$ cat src/smie_pkg.sv
// package for the shift, move and indirect-load execution block
// assumes a single core clock and a synchronous-read data memory
package smie_pkg;

    // ------------------------------------------------------------
    // widths
    // ------------------------------------------------------------
    localparam int DATA_W = 8;
    localparam int PTR_W = 16;
    localparam int FADDR_W = 7;
    localparam int BANK_W = 5;
    localparam int OFS_W = 6;

    // ------------------------------------------------------------
    // alias addresses and reset values
    // ------------------------------------------------------------
    localparam logic [FADDR_W-1:0] ALIAS0_ADDR = 7'h00;
    localparam logic [FADDR_W-1:0] ALIAS1_ADDR = 7'h01;
    localparam logic [PTR_W-1:0] PTR_RST = 16'h0000;
    localparam logic [DATA_W-1:0] W_RST = 8'h00;
    localparam logic CARRY_RST = 1'b0;
    localparam logic ZERO_RST = 1'b0;

    // ------------------------------------------------------------
    // destination bit and pointer update codes
    // ------------------------------------------------------------
    localparam logic DEST_W = 1'b0;
    localparam logic DEST_FILE = 1'b1;
    localparam logic [1:0] UPD_PRE_INC = 2'h0;
    localparam logic [1:0] UPD_PRE_DEC = 2'h1;
    localparam logic [1:0] UPD_POST_INC = 2'h2;
    localparam logic [1:0] UPD_POST_DEC = 2'h3;

    // ------------------------------------------------------------
    // operations
    // ------------------------------------------------------------
    typedef enum logic [1:0] {
        SMIE_OP_NONE = 2'h0,
        logical_right_shift_op = 2'h1,
        file_copy_op = 2'h2,
        indirect_load_op = 2'h3
    } smie_op_t;

    typedef struct packed {
        smie_op_t op;
        logic [FADDR_W-1:0] faddr;
        logic dest;
        logic ptr_sel;
        logic [1:0] pointer_update_code;
        logic rel;
        logic [OFS_W-1:0] offset;
    } smie_instr_t;

    typedef struct packed {
        logic rd_en;
        logic wr_en;
        logic [PTR_W-1:0] addr;
        logic [DATA_W-1:0] wdata;
    } smie_mem_req_t;

    typedef struct packed {
        logic wr;
        logic sel;
        logic [PTR_W-1:0] data;
    } smie_ptr_load_t;

endpackage

$ cat src/smie_ptr_unit.sv
// pointer arithmetic for the indirect load
// assumes the caller registers the results; purely combinational
`timescale 1ns/1ps

module smie_ptr_unit
    import smie_pkg::*;
#(
    parameter int P_W = PTR_W,
    parameter int O_W = OFS_W
) (
    // pointer and mode
    input wire logic [P_W-1:0] ptr_i,
    input wire logic [1:0] upd_i,
    input wire logic rel_i,
    input wire logic [O_W-1:0] offset_i,
    // results
    output logic [P_W-1:0] eff_addr_o,
    output logic [P_W-1:0] new_ptr_o
);

    // ------------------------------------------------------------
    // parameter check
    // ------------------------------------------------------------
    if (P_W < FADDR_W || O_W >= P_W) begin : g_bad
        $error("smie_ptr_unit: pointer width too small");
    end

    logic [P_W-1:0] ptr_inc;
    logic [P_W-1:0] ptr_dec;
    logic [P_W-1:0] ofs_ext;

    // ------------------------------------------------------------
    // arithmetic
    // ------------------------------------------------------------
    // [RULE12] modulo wrap
    assign ptr_inc = P_W'(ptr_i + 1'b1);
    assign ptr_dec = P_W'(ptr_i - 1'b1);
    assign ofs_ext = {{(P_W-O_W){offset_i[O_W-1]}}, offset_i};

    always_comb begin
        eff_addr_o = ptr_i;
        new_ptr_o = ptr_i;
        if (rel_i) begin
            // [RULE9] signed offset, pointer kept
            eff_addr_o = P_W'(ptr_i + ofs_ext);
        end else begin
            unique case (upd_i)
                // [RULE7] pre-modify forms
                UPD_PRE_INC: begin
                    eff_addr_o = ptr_inc;
                    new_ptr_o = ptr_inc;
                end
                UPD_PRE_DEC: begin
                    eff_addr_o = ptr_dec;
                    new_ptr_o = ptr_dec;
                end
                // [RULE8] post-modify forms
                UPD_POST_INC: begin
                    new_ptr_o = ptr_inc;
                end
                UPD_POST_DEC: begin
                    new_ptr_o = ptr_dec;
                end
            endcase
        end
    end

endmodule // smie_ptr_unit

$ cat src/smie_exec.sv
// execution block for right shift, file copy and indirect load
// assumes a synchronous data memory on the same clock: data one
// cycle after the read strobe; instruction ports from core logic
//
// Summary of operation
// [RULE1] Right shift clears result bit 7 and moves source bits 7:1 to 6:0.
// [RULE2] Right shift puts source bit 0 into the carry flag.
// [RULE3] Right shift writes W when d is 0 and the source file when d is 1.
// [RULE4] File copy loads W when d is 0 or rewrites the file when d is 1.
// [RULE5] File copy sets the zero flag from the moved value.
// [RULE6] Indirect load picks pointer 0 or 1 and loads W from its address.
// [RULE7] Code 00 pre-increments and code 01 pre-decrements the pointer.
// [RULE8] Code 10 post-increments and code 11 post-decrements the pointer.
// [RULE9] Relative form uses pointer plus signed offset, pointer unchanged.
// [RULE10] The alias addresses hold no storage of their own.
// [RULE11] Naming an alias address accesses the address in its pointer.
// [RULE12] Pointers are 16 bits wide and wrap silently at both ends.
// [RULE13] Zero flag follows the 8-bit result; pointer updates touch no flag.
`timescale 1ns/1ps

module smie_exec
    import smie_pkg::*;
#(
    parameter int A_W = PTR_W
) (
    // clock and reset
    input wire logic clk_i,
    input wire logic rst_n_i,
    // instruction issue
    input wire logic issue_i,
    input wire smie_instr_t instr_i,
    input wire logic [BANK_W-1:0] bank_i,
    // pointer load from core
    input wire smie_ptr_load_t ptr_load_i,
    // data memory
    input wire logic [DATA_W-1:0] mem_rdata_i,
    output smie_mem_req_t mem_req_o,
    // architectural state
    output logic [DATA_W-1:0] w_o,
    output logic carry_o,
    output logic zero_o,
    output logic [A_W-1:0] ptr0_o,
    output logic [A_W-1:0] ptr1_o,
    // status
    output logic busy_o,
    output logic done_o
);

    // ------------------------------------------------------------
    // parameter check
    // ------------------------------------------------------------
    if (A_W != PTR_W) begin : g_bad
        $error("smie_exec: address width must equal pointer width");
    end
    // direct address must fit the pointer-wide memory address
    if (BANK_W + FADDR_W > A_W) begin : g_bad_bank
        $error("smie_exec: bank and file address wider than address");
    end
    // the offset is sign-extended, so it must be narrower
    if (OFS_W >= A_W) begin : g_bad_ofs
        $error("smie_exec: offset not narrower than pointer");
    end

    // ------------------------------------------------------------
    // types
    // ------------------------------------------------------------
    typedef enum logic [2:0] {
        ST_IDLE = 3'h1,
        ST_WAIT = 3'h2,
        ST_EXEC = 3'h4
    } smie_state_t;

    typedef struct packed {
        smie_state_t state;
        smie_op_t op;
        logic dest;
        smie_mem_req_t mem;
        logic [DATA_W-1:0] w;
        logic carry;
        logic zero;
        logic [A_W-1:0] ptr0;
        logic [A_W-1:0] ptr1;
        logic busy;
        logic done;
    } smie_regs_t;

    // ------------------------------------------------------------
    // functions
    // ------------------------------------------------------------
    // [RULE13] zero test
    function automatic logic is_zero(input logic [DATA_W-1:0] v);
        return (v == '0);
    endfunction

    function automatic logic is_alias(input logic [FADDR_W-1:0] f);
        return (f == ALIAS0_ADDR) || (f == ALIAS1_ADDR);
    endfunction

    // pointer selected by a one-bit index
    function automatic logic [A_W-1:0] pick_ptr(input logic sel,
        input logic [A_W-1:0] p0, input logic [A_W-1:0] p1);
        return sel ? p1 : p0;
    endfunction

    // pointer store into a copy of the state
    function automatic smie_regs_t put_ptr(input smie_regs_t s,
        input logic sel, input logic [A_W-1:0] v);
        smie_regs_t t;
        t = s;
        if (sel) begin
            t.ptr1 = v;
        end else begin
            t.ptr0 = v;
        end
        return t;
    endfunction

    // shift result below, outgoing bit 0 on top for the carry
    function automatic logic [DATA_W:0] lsr_byte(input logic [DATA_W-1:0] v);
        return {v[0], 1'b0, v[DATA_W-1:1]};
    endfunction

    // ------------------------------------------------------------
    // reset release
    // ------------------------------------------------------------
    logic rst_meta;
    logic rst_sync;

    // async assert, two-stage release keeps recovery clean
    always_ff @(posedge clk_i or negedge rst_n_i) begin
        if (!rst_n_i) begin
            rst_meta <= 1'b0;
            rst_sync <= 1'b0;
        end else begin
            rst_meta <= 1'b1;
            rst_sync <= rst_meta;
        end
    end

    // ------------------------------------------------------------
    // pointer arithmetic
    // ------------------------------------------------------------
    smie_regs_t r;
    smie_regs_t next_r;
    logic [A_W-1:0] sel_ptr;
    logic [A_W-1:0] ind_addr;
    logic [A_W-1:0] ind_new_ptr;

    // [RULE6] pointer chosen by select bit
    assign sel_ptr = pick_ptr(instr_i.ptr_sel, r.ptr0, r.ptr1);

    smie_ptr_unit #(
        .P_W(A_W),
        .O_W(OFS_W)
    ) u_ptr (
        .ptr_i(sel_ptr),
        .upd_i(instr_i.pointer_update_code),
        .rel_i(instr_i.rel),
        .offset_i(instr_i.offset),
        .eff_addr_o(ind_addr),
        .new_ptr_o(ind_new_ptr)
    );

    // ------------------------------------------------------------
    // issue decode
    // ------------------------------------------------------------
    logic take;

    // requests while busy or with no operation are dropped silently;
    // the core gets no refusal indication and must watch busy
    assign take = (r.state == ST_IDLE) && issue_i &&
        (instr_i.op != SMIE_OP_NONE);

    // ------------------------------------------------------------
    // next state
    // ------------------------------------------------------------
    logic [A_W-1:0] file_addr;
    logic [DATA_W-1:0] result;

    always_comb begin
        next_r = r;
        next_r.done = 1'b0;
        next_r.mem.rd_en = 1'b0;
        next_r.mem.wr_en = 1'b0;
        file_addr = A_W'({bank_i, instr_i.faddr});
        result = mem_rdata_i;

        // [RULE10] alias names map to pointers, no storage here
        // [RULE11] redirect through matching pointer
        if (is_alias(instr_i.faddr)) begin
            file_addr = pick_ptr(instr_i.faddr == ALIAS1_ADDR, r.ptr0, r.ptr1);
        end

        // core pointer loads; an instruction update of the
        // same pointer in the same cycle takes precedence
        if (ptr_load_i.wr) begin
            next_r = put_ptr(next_r, ptr_load_i.sel, ptr_load_i.data);
        end

        unique case (r.state)
            ST_IDLE: begin
                if (take) begin
                    next_r.state = ST_WAIT;
                    next_r.busy = 1'b1;
                    next_r.op = instr_i.op;
                    next_r.dest = instr_i.dest;
                    next_r.mem.rd_en = 1'b1;
                    next_r.mem.addr = file_addr;
                    if (instr_i.op == indirect_load_op) begin
                        // [RULE6] effective address from pointer
                        next_r.mem.addr = ind_addr;
                        // [RULE9] relative form stores nothing, so a
                        // core load of that pointer still lands
                        // [RULE12] wrapped pointer stored
                        if (!instr_i.rel) begin
                            next_r = put_ptr(next_r, instr_i.ptr_sel,
                                ind_new_ptr);
                        end
                    end
                end
            end
            ST_WAIT: begin
                // memory samples the address on this edge
                // and returns the byte before the following edge
                next_r.state = ST_EXEC;
            end
            ST_EXEC: begin
                next_r.state = ST_IDLE;
                next_r.busy = 1'b0;
                next_r.done = 1'b1;
                unique case (r.op)
                    logical_right_shift_op: begin
                        // [RULE1] [RULE2] zero in, bit 0 to carry
                        {next_r.carry, result} = lsr_byte(mem_rdata_i);
                    end
                    file_copy_op: begin
                        // [RULE5] value unchanged, flag updated
                        result = mem_rdata_i;
                    end
                    default: begin
                        result = mem_rdata_i;
                    end
                endcase
                // [RULE13] zero flag from result
                next_r.zero = is_zero(result);
                if (r.op == indirect_load_op) begin
                    // indirect load ignores d and always targets W
                    // [RULE6] load W from target
                    next_r.w = result;
                end else if (r.dest == DEST_W) begin
                    // [RULE3] [RULE4] destination W
                    next_r.w = result;
                end else begin
                    // [RULE3] [RULE4] write back to file
                    next_r.mem.wr_en = 1'b1;
                    next_r.mem.wdata = result;
                end
            end
            default: begin
                next_r.state = ST_IDLE;
                next_r.busy = 1'b0;
            end
        endcase
    end

    // ------------------------------------------------------------
    // state register
    // ------------------------------------------------------------
    always_ff @(posedge clk_i or negedge rst_sync) begin
        if (!rst_sync) begin
            r.state <= ST_IDLE;
            r.op <= SMIE_OP_NONE;
            r.dest <= DEST_W;
            r.mem <= '0;
            r.w <= W_RST;
            r.carry <= CARRY_RST;
            r.zero <= ZERO_RST;
            r.ptr0 <= PTR_RST;
            r.ptr1 <= PTR_RST;
            r.busy <= 1'b0;
            r.done <= 1'b0;
        end else begin
            r <= next_r;
        end
    end

    // ------------------------------------------------------------
    // outputs
    // ------------------------------------------------------------
    // write-back reuses the address of the read, which already
    // carries any alias redirection
    assign mem_req_o = r.mem;
    assign w_o = r.w;
    assign carry_o = r.carry;
    assign zero_o = r.zero;
    assign ptr0_o = r.ptr0;
    assign ptr1_o = r.ptr1;
    assign busy_o = r.busy;
    assign done_o = r.done;

endmodule // smie_exec

$ cat config.mk
export PLATFORM = sky130hd
export DESIGN_NAME = smie_exec
export DESIGN_NICKNAME = d
export VERILOG_FILES = /design/src/smie_pkg.sv /design/src/smie_ptr_unit.sv /design/src/smie_exec.sv
export SDC_FILE = /design/constraint.sdc
export NUM_CORES = 1
export LEC_CHECK = 0
export BUFFER_PORTS_ARGS = -buffer_cell sky130_fd_sc_hd__buf_2
export CAP_MARGIN = 25
export CORE_ASPECT_RATIO = 0.5
export CORE_MARGIN = 8
export CORE_UTILIZATION = 45
export DETAILED_ROUTE_END_ITERATION = 10
export PLACE_DENSITY = 0.7
export SETUP_SLACK_MARGIN = 0.2
export SLEW_MARGIN = 20
export SYNTH_ARGS = -nofsm -noshare
export SYNTH_HDL_FRONTEND = slang
export SYNTH_SLANG_ARGS = --single-unit
$ cat constraint.sdc
create_clock -name clk_i -period 2.8 [get_ports clk_i]
set_input_delay 0.84 -clock clk_i [delete_from_list [all_inputs] [get_ports clk_i]]
set_output_delay 0.84 -clock clk_i [all_outputs]
set_load 0.02 [all_outputs]
==> results of run 1 <==
-- timing repair --
item                       4_1_cts  5_1_grt
setup buffers                    0        4
gates resized for setup         26       30
hold buffers                     0        0
gates cloned                     0        1
setup endpoints to repair       30       15
pin swaps                        8       14
-- logic make-up (layout without fill, tap and decap cells) --
family                     after synthesis  count (layout)
adders and majority gates               18              18
xor gates and xnor gates                35              35
muxes                                   61              61
DFF                                     78              78
AOI/OAI and AO/OA                      186             186
and+or+nand+nor                        236             236
other                                    1               1
buffers and inverters                  122             289
-- cells in the mapped netlist (3+ instances only) --
cell type,number
and3_1,6
nor4b_1,3
mux2_2,16
a211oi_1,19
nor2_1,57
buf_6,4
inv_1,21
nor3_1,16
a21o_1,6
nand2b_1,11
clkbuf_1,26
a21oi_1,52
o21ai_1,7
xor2_1,9
nand3b_1,3
mux2i_1,42
a211o_1,3
nor4_1,8
ha_1,17
dfrtp_1,77
o211ai_1,4
o22ai_1,7
o21ai_0,54
nand2_1,82
xnor2_1,26
buf_4,66
a32oi_1,3
nand3_1,18
o21a_1,3
a22o_1,3
and2_1,4
nand4_1,4
nor2b_1,12
a221oi_1,5
-- metal layers --
layer / vias up / share of wire, %
met1: 2812 / 49
met2: 246 / 41
li1: 2889 / -
met4: 0 / 0.94
met3: 19 / 9.3
met5: - / 0
-- power by group through the flow --
stage          Combinational, W  Sequential, W  Clock [W]
3_3_place_gp            0.00278        0.00182          0
2_1_floorplan           0.00210        0.00176          0
5_1_grt                 0.00331        0.00186    0.00116
6_report                0.00305        0.00181    0.00108
3_5_place_dp            0.00283        0.00183          0
4_1_cts                 0.00291        0.00181    0.00111
-- through the flow --
step | setup WS, ns | instances | utilization, % | hold WS (ns) | instance area (um2)
after CTS | 0.209 | 1074 | 57.9 | 0.259 | 7800
after detailed placement | -0.495 | 1058 | 55.0 | 0.344 | 7410
after floorplan | -0.313 | 737 | - | 0.331 | 6330
final | 0.103 | 1080 | 59.8 | 0.268 | 8060
after global placement | -0.398 | 1058 | 55.0 | 0.338 | 7410
after global routing | 0.0395 | 1080 | 59.8 | 0.259 | 8060
-- sequential cells by signal, summed over array words and instances, names as in the netlist --
| register | cells |
|---|---|
| busy_o | 1 |
| carry_o | 1 |
| done_o | 1 |
| mem_req_o | 26 |
| ptr0_o | 16 |
| ptr1_o | 16 |
| r | 6 |
| rst_meta | 1 |
| rst_sync | 1 |
| w_o | 8 |
| zero_o | 1 |
-- layout make-up --
| cell class | count | area, um2 |
|---|---|---|
| Clock buffer | 10 | 229 |
| Tap cell | 176 | 220 |
| Timing Repair Buffer | 250 | 1660 |
| Multi-Input combinational cell | 537 | 3870 |
| Fill cell | 1200 | 5410 |
| Clock inverter | 6 | 40.0 |
| Inverter | 23 | 86.3 |
| Sequential cell | 78 | 1960 |
-- worst max-delay path, stage by stage --
cell and delay (ns):
clkbuf_16 0.13, mux2i_1 0.25, inv_1 0.11, ha_1 0.33, nor3_1 0.30, nor2_1 0.15, o21ai_2 0.10, nand2b_1 0.11
a221oi_2 0.28, mux2i_1 0.22, a31oi_1 0.09
-- worst paths after layout --
kind / startpoint / endpoint / slack (ns)
setup reg to reg: ptr0_o[5]$_DFF_PN0_ / mem_req_o[22]$_DFFE_PN0P_ / 0.25
min in group clk_i: rst_meta$_DFF_PN0_ / rst_sync$_DFF_PN0_ / 0.36
hold reg to reg: rst_sync$_DFF_PN0_ / mem_req_o[4]$_DFFE_PN0P_ / 0.30
setup / recovery: instr_i[9] / mem_req_o[22]$_DFFE_PN0P_ / 0.10
max in group asynchronous: rst_sync$_DFF_PN0_ / ptr0_o[7]$_DFF_PN0_ / 1.89
hold / removal: rst_n_i / rst_sync$_DFF_PN0_ / 0.27
==> impl_results.md, run 1 <==
* Die width at 182 um
* Num CTS Buffers at 9
* Die area at 18000 um2
* Syn_nets at 809
* Leakage power at 3.81 nW
* Met3 usage at 6.20%
* Yosys top cell by area: dfrtp_1
* Final ANT Viol Nets at 0
* Post-Synth Adder-Cell Area at 3.76%
* CP required at 3.02 ns
* Yosys warning total at 0
* Setup CP Type: primary input to flop
* Main combinational cell family by area after synthesis: compound AO/OA/AOI/OAI gates
* PnR Total Power at 0.00595 W
* Final critical-path share of the clock period at 96.3%
* Int Power at 0.00342 W
* Num Clock Sinks at 78
* Compound-Gate Fraction of Synth Area at 18.7%
* Commonest non-fill, non-tap cell in the layout: buf_2
* Syn Std Cell Area at 6190 um2
* Clock skew at 0.00999 ns
* Post-DP HPWL at 16000 um
* # rows at 30
* 1st-iter DRT viols at 624
* Fraction of layout cells with a size suffix above 1 at 37.9%
* H-Tree Depth at 3
* GRT overflow at 0
* Area contributors post-synth: dfrtp_1 (31%), buf_4 (8.0%), mux2i_1 (6.8%)
* Max Fclk at 371 MHz
* Max Fanout on Critical Path at 5
* Post-synth top flop: dfrtp_1
* Worst hold path class: primary input to async pin
* Pin count of the biggest net entering global routing at 77
* Synthesized instance count at 737
* Wire length per cell at 19.1 um
* DRC at 0
* Clk Latency, worst-skew pair at 0.34 ns
* Crit. End Element: flop
* Cell variety after synth at 69
* Reg power frac at 30.5%
* Worst rel slew slack at 54.3%
* Max VDD drop at 0.302 mV
* Final setup vio count at 0
* Final hold vios at 0
* # IOs at 124
* First-pass GRT wire length at 32500 um
* Asr flop ratio synth at 100%
* Synthesized flop and latch total at 78
* Most frequent cells in the layout: buf_2 (122), buf_4 (121), nand2_1 (82)
* Vias per cell at 5.52
* Root Buffer: clkbuf_16
* RSZ-0062 raised after global routing: true
* Pwr Density at 738 nW/um2
* Met2 global-route usage at 32.1%
* Post-synth EDFFs at 0
* CTS tree: yes
* Busiest layer in global routing: met1
* Mux share of post-synthesis cell area at 10.7%
* Switch share at 42.5%
* Crit path DAT at 2.92 ns
* Psw at 0.00253 W
* Startpoint types: primary input
* Gpl congestion at 0.946
* Syn-to-layout area delta at 30.2%
* Top cell type's share of synthesized area at 31.1%
* DR pass1 iterations at 5
* Nets at 971
* Final worst path period need at 2.70 ns
* I/O Buffers at 123
* Maximum Capacitance Violations at 0
* Die H at 98.9 um
* Comb pwr share at 51.3%
* Core footprint at 13500 um2
* Clock buffer depth at 2
* Outcome: finished, final reports clean
* Post-synthesis simple-gate area fraction at 18.4%
* Vias in the first global route at 5959
* Met1 Resource Use GR at 33.1%
* Clock-pin slew on the worst setup and hold paths at 0.06 ns
* Setup TNS at 0 ns
* Max Slew Vio Count at 0
* DRT Wirelength at 20600 um
* Clock share of power at 18.2%
* Seq/Total Area, Yosys at 31.6%
* Vias post-DR at 5966
* Antenna diodes at 0
* Global Route Usage Sum at 22.5%
* Worst Max-Slew Pin Slew at 0.684 ns
* Initial antenna violation count at 0
* Initial core utilization at 45.9%
* Worst reg2reg path depth at 10
* Syn avg cell area at 8.40 um2
* Post-Synth XOR/XNOR Area at 4.95%
Power figures use the tool's default switching activity.
==> run 2, diff against run 1 <==
- CAP_MARGIN: 25 -> 20
- GPL_TIMING_DRIVEN: not set -> 0
==> run 2 against run 1 <==
  * The run now ends with setup timing left
  * Sequential power grew 3%
  * Highest routed layer unchanged
  * Critical path depth is 2 higher
  * Clock power is 27% higher
  * Die area is the same
  * Final area rose by 1.2%
  * Critical path type unchanged
  * First-iteration DRC count decreased by 41%
  * Fmax shrank 7.5%
  * Power rose by 8.8%
  * Global-route usage down 0.20 points
==> impl_results.md, run 2 (synthesis gave the netlist of run 1 again) <==
* Fraction of layout cells with a size suffix above 1 at 37.7%
* # rows at 30
* Core footprint at 13500 um2
* Leakage power at 3.78 nW
* Final worst path period need at 2.92 ns
* Maximum Capacitance Violations at 0
* 1st-iter DRT viols at 371
* PnR Total Power at 0.00647 W
* Outcome: finished with violations
* Worst rel slew slack at 53.6%
* # IOs at 124
* H-Tree Depth at 3
* Clock skew at 0.00954 ns
* I/O Buffers at 120
* CP required at 3.01 ns
* Sequential cell area at 1960 um2
* Clk Latency, worst-skew pair at 0.35 ns
* Num Clock Sinks at 78
* Nets at 973
* Max Fanout on Critical Path at 6
* Die width at 182 um
* CTS tree: yes
* Psw at 0.00263 W
* Pwr Density at 793 nW/um2
* Setup TNS at -0.627 ns
* Clock buffer depth at 2
* Gpl congestion at 0.914
* Commonest non-fill, non-tap cell in the layout: buf_2
* Vias post-DR at 6133
* Reg power frac at 28.8%
* RSZ-0062 raised after global routing: true
* Final ANT Viol Nets at 0
* Max Slew Vio Count at 0
* Switch share at 40.6%
* First-pass GRT wire length at 32100 um
* Setup CP Type: primary input to flop
* DRT Wirelength at 20700 um
* Root Buffer: clkbuf_16
* Global Route Usage Sum at 22.3%
* Hold_ws at 0.269 ns
* Final setup vio count at 10
* Final hold vios at 0
* Initial core utilization at 45.9%
* Multi-input gate area at 3940 um2
* Vias per cell at 5.67
* FF-to-FF setup slack at 0.08 ns
* Worst Slack Setup Final at -0.117 ns
* Failing checks: setup timing
* Clock share of power at 21.2%
* Crit. End Element: flop
* Max reg flops at 26
* Pin count of the biggest net entering global routing at 40
* FILL cells at 1197
* Die area at 18000 um2
* Final critical-path share of the clock period at 104%
* Worst hold path class: primary input to async pin
* Syn-to-layout area delta at 31.9%
* GRT overflow at 0
* Worst Max-Slew Pin Slew at 0.696 ns
* Int Power at 0.00384 W
* Max VDD drop at 0.328 mV
* DR pass1 iterations at 5
* Wire length per cell at 19.2 um
* Antenna diodes at 0
* Clock-pin slew on the worst setup and hold paths at 0.07 ns
* Finished Layout Cells at 1082
* Crit path DAT at 3.12 ns
* Max Fclk at 343 MHz
* Post-DP HPWL at 15500 um
* Most frequent cells in the layout: buf_2 (121), buf_4 (88), nand2_1 (81)
* DRC at 0
* Initial antenna violation count at 0
* Die H at 98.9 um
* Startpoint types: primary input
* Comb pwr share at 49.9%
* Placed Cells at 1034
* Num CTS Buffers at 9
* Vias in the first global route at 5899
[run 2: timing repair]
item                                    4_1_cts  5_1_grt
pin swaps                                    20       21
setup buffers                                21       11
cloned                                        0        0
endpoints found under the setup margin       28       42
hold buffers                                  0        0
endpoints found under the hold margin         0        0
resized for setup                            44       42
[run 2: final cells by class]
cell class,count,area share (%)
Tap cell,176,2.70
Inverter,23,1.06
Clock inverter,6,1.36
Sequential cell,78,24.0
Clock buffer,10,2.81
Timing Repair Buffer,153,11.2
Buffer,99,8.55
Multi-Input combinational cell,537,48.3
[run 2: power by group through the flow]
stage | Sequential [W] | Clock, W | Combinational [W]
floorplan | 0.00176 | 0 | 0.00210
global route | 0.00191 | 0.00142 | 0.00347
finish | 0.00186 | 0.00137 | 0.00323
global placement | 0.00186 | 0 | 0.00278
detailed placement | 0.00186 | 0 | 0.00284
CTS | 0.00185 | 0.00138 | 0.00303
[run 2: stage by stage]
step	cell area [um2]	util (%)	worst slack [ns]
after global routing	8160	60.6	-0.200
after detailed placement	7170	53.2	-0.695
after CTS	7890	58.6	-0.0600
after global placement	7150	53.0	-0.669
after floorplan	6330	-	-0.313
final	8160	60.6	-0.117
[run 2: worst paths after layout]
kind                       cells past startpoint                         to                 from
max                                           13  mem_req_o[22]$_DFFE_PN0P_           instr_i[9]
min reg2reg                                    0         w_o[2]$_DFFE_PN0P_   rst_sync$_DFF_PN0_
min                                            1         rst_sync$_DFF_PN0_              rst_n_i
max reg2reg                                   10  mem_req_o[15]$_DFFE_PN0P_  ptr1_o[2]$_DFF_PN0_
max in group asynchronous                      1        ptr1_o[0]$_DFF_PN0_   rst_sync$_DFF_PN0_
min in group clk_i                             0         rst_sync$_DFF_PN0_   rst_meta$_DFF_PN0_
[run 2: per-layer routing]
metal  part of all wire (%)  global-route usage [%]  up-vias
met5                      0                       0        -
met1                     48                    31.1     2919
met4                    1.6                    5.57        0
li1                       -                       -     2884
met3                    8.0                    5.10       37
met2                     43                    34.3      293
[run 2: worst max-delay path, cell delays in order]
cell and delay [ns]:
buf_12 0.10, buf_12 0.13, buf_12 0.12, mux2i_2 0.34
inv_1 0.09, ha_1 0.34, o21ai_1 0.17, a21oi_4 0.07
o21ai_2 0.17, nand2b_1 0.14, a221oi_2 0.27, mux2i_1 0.22
a31oi_1 0.09
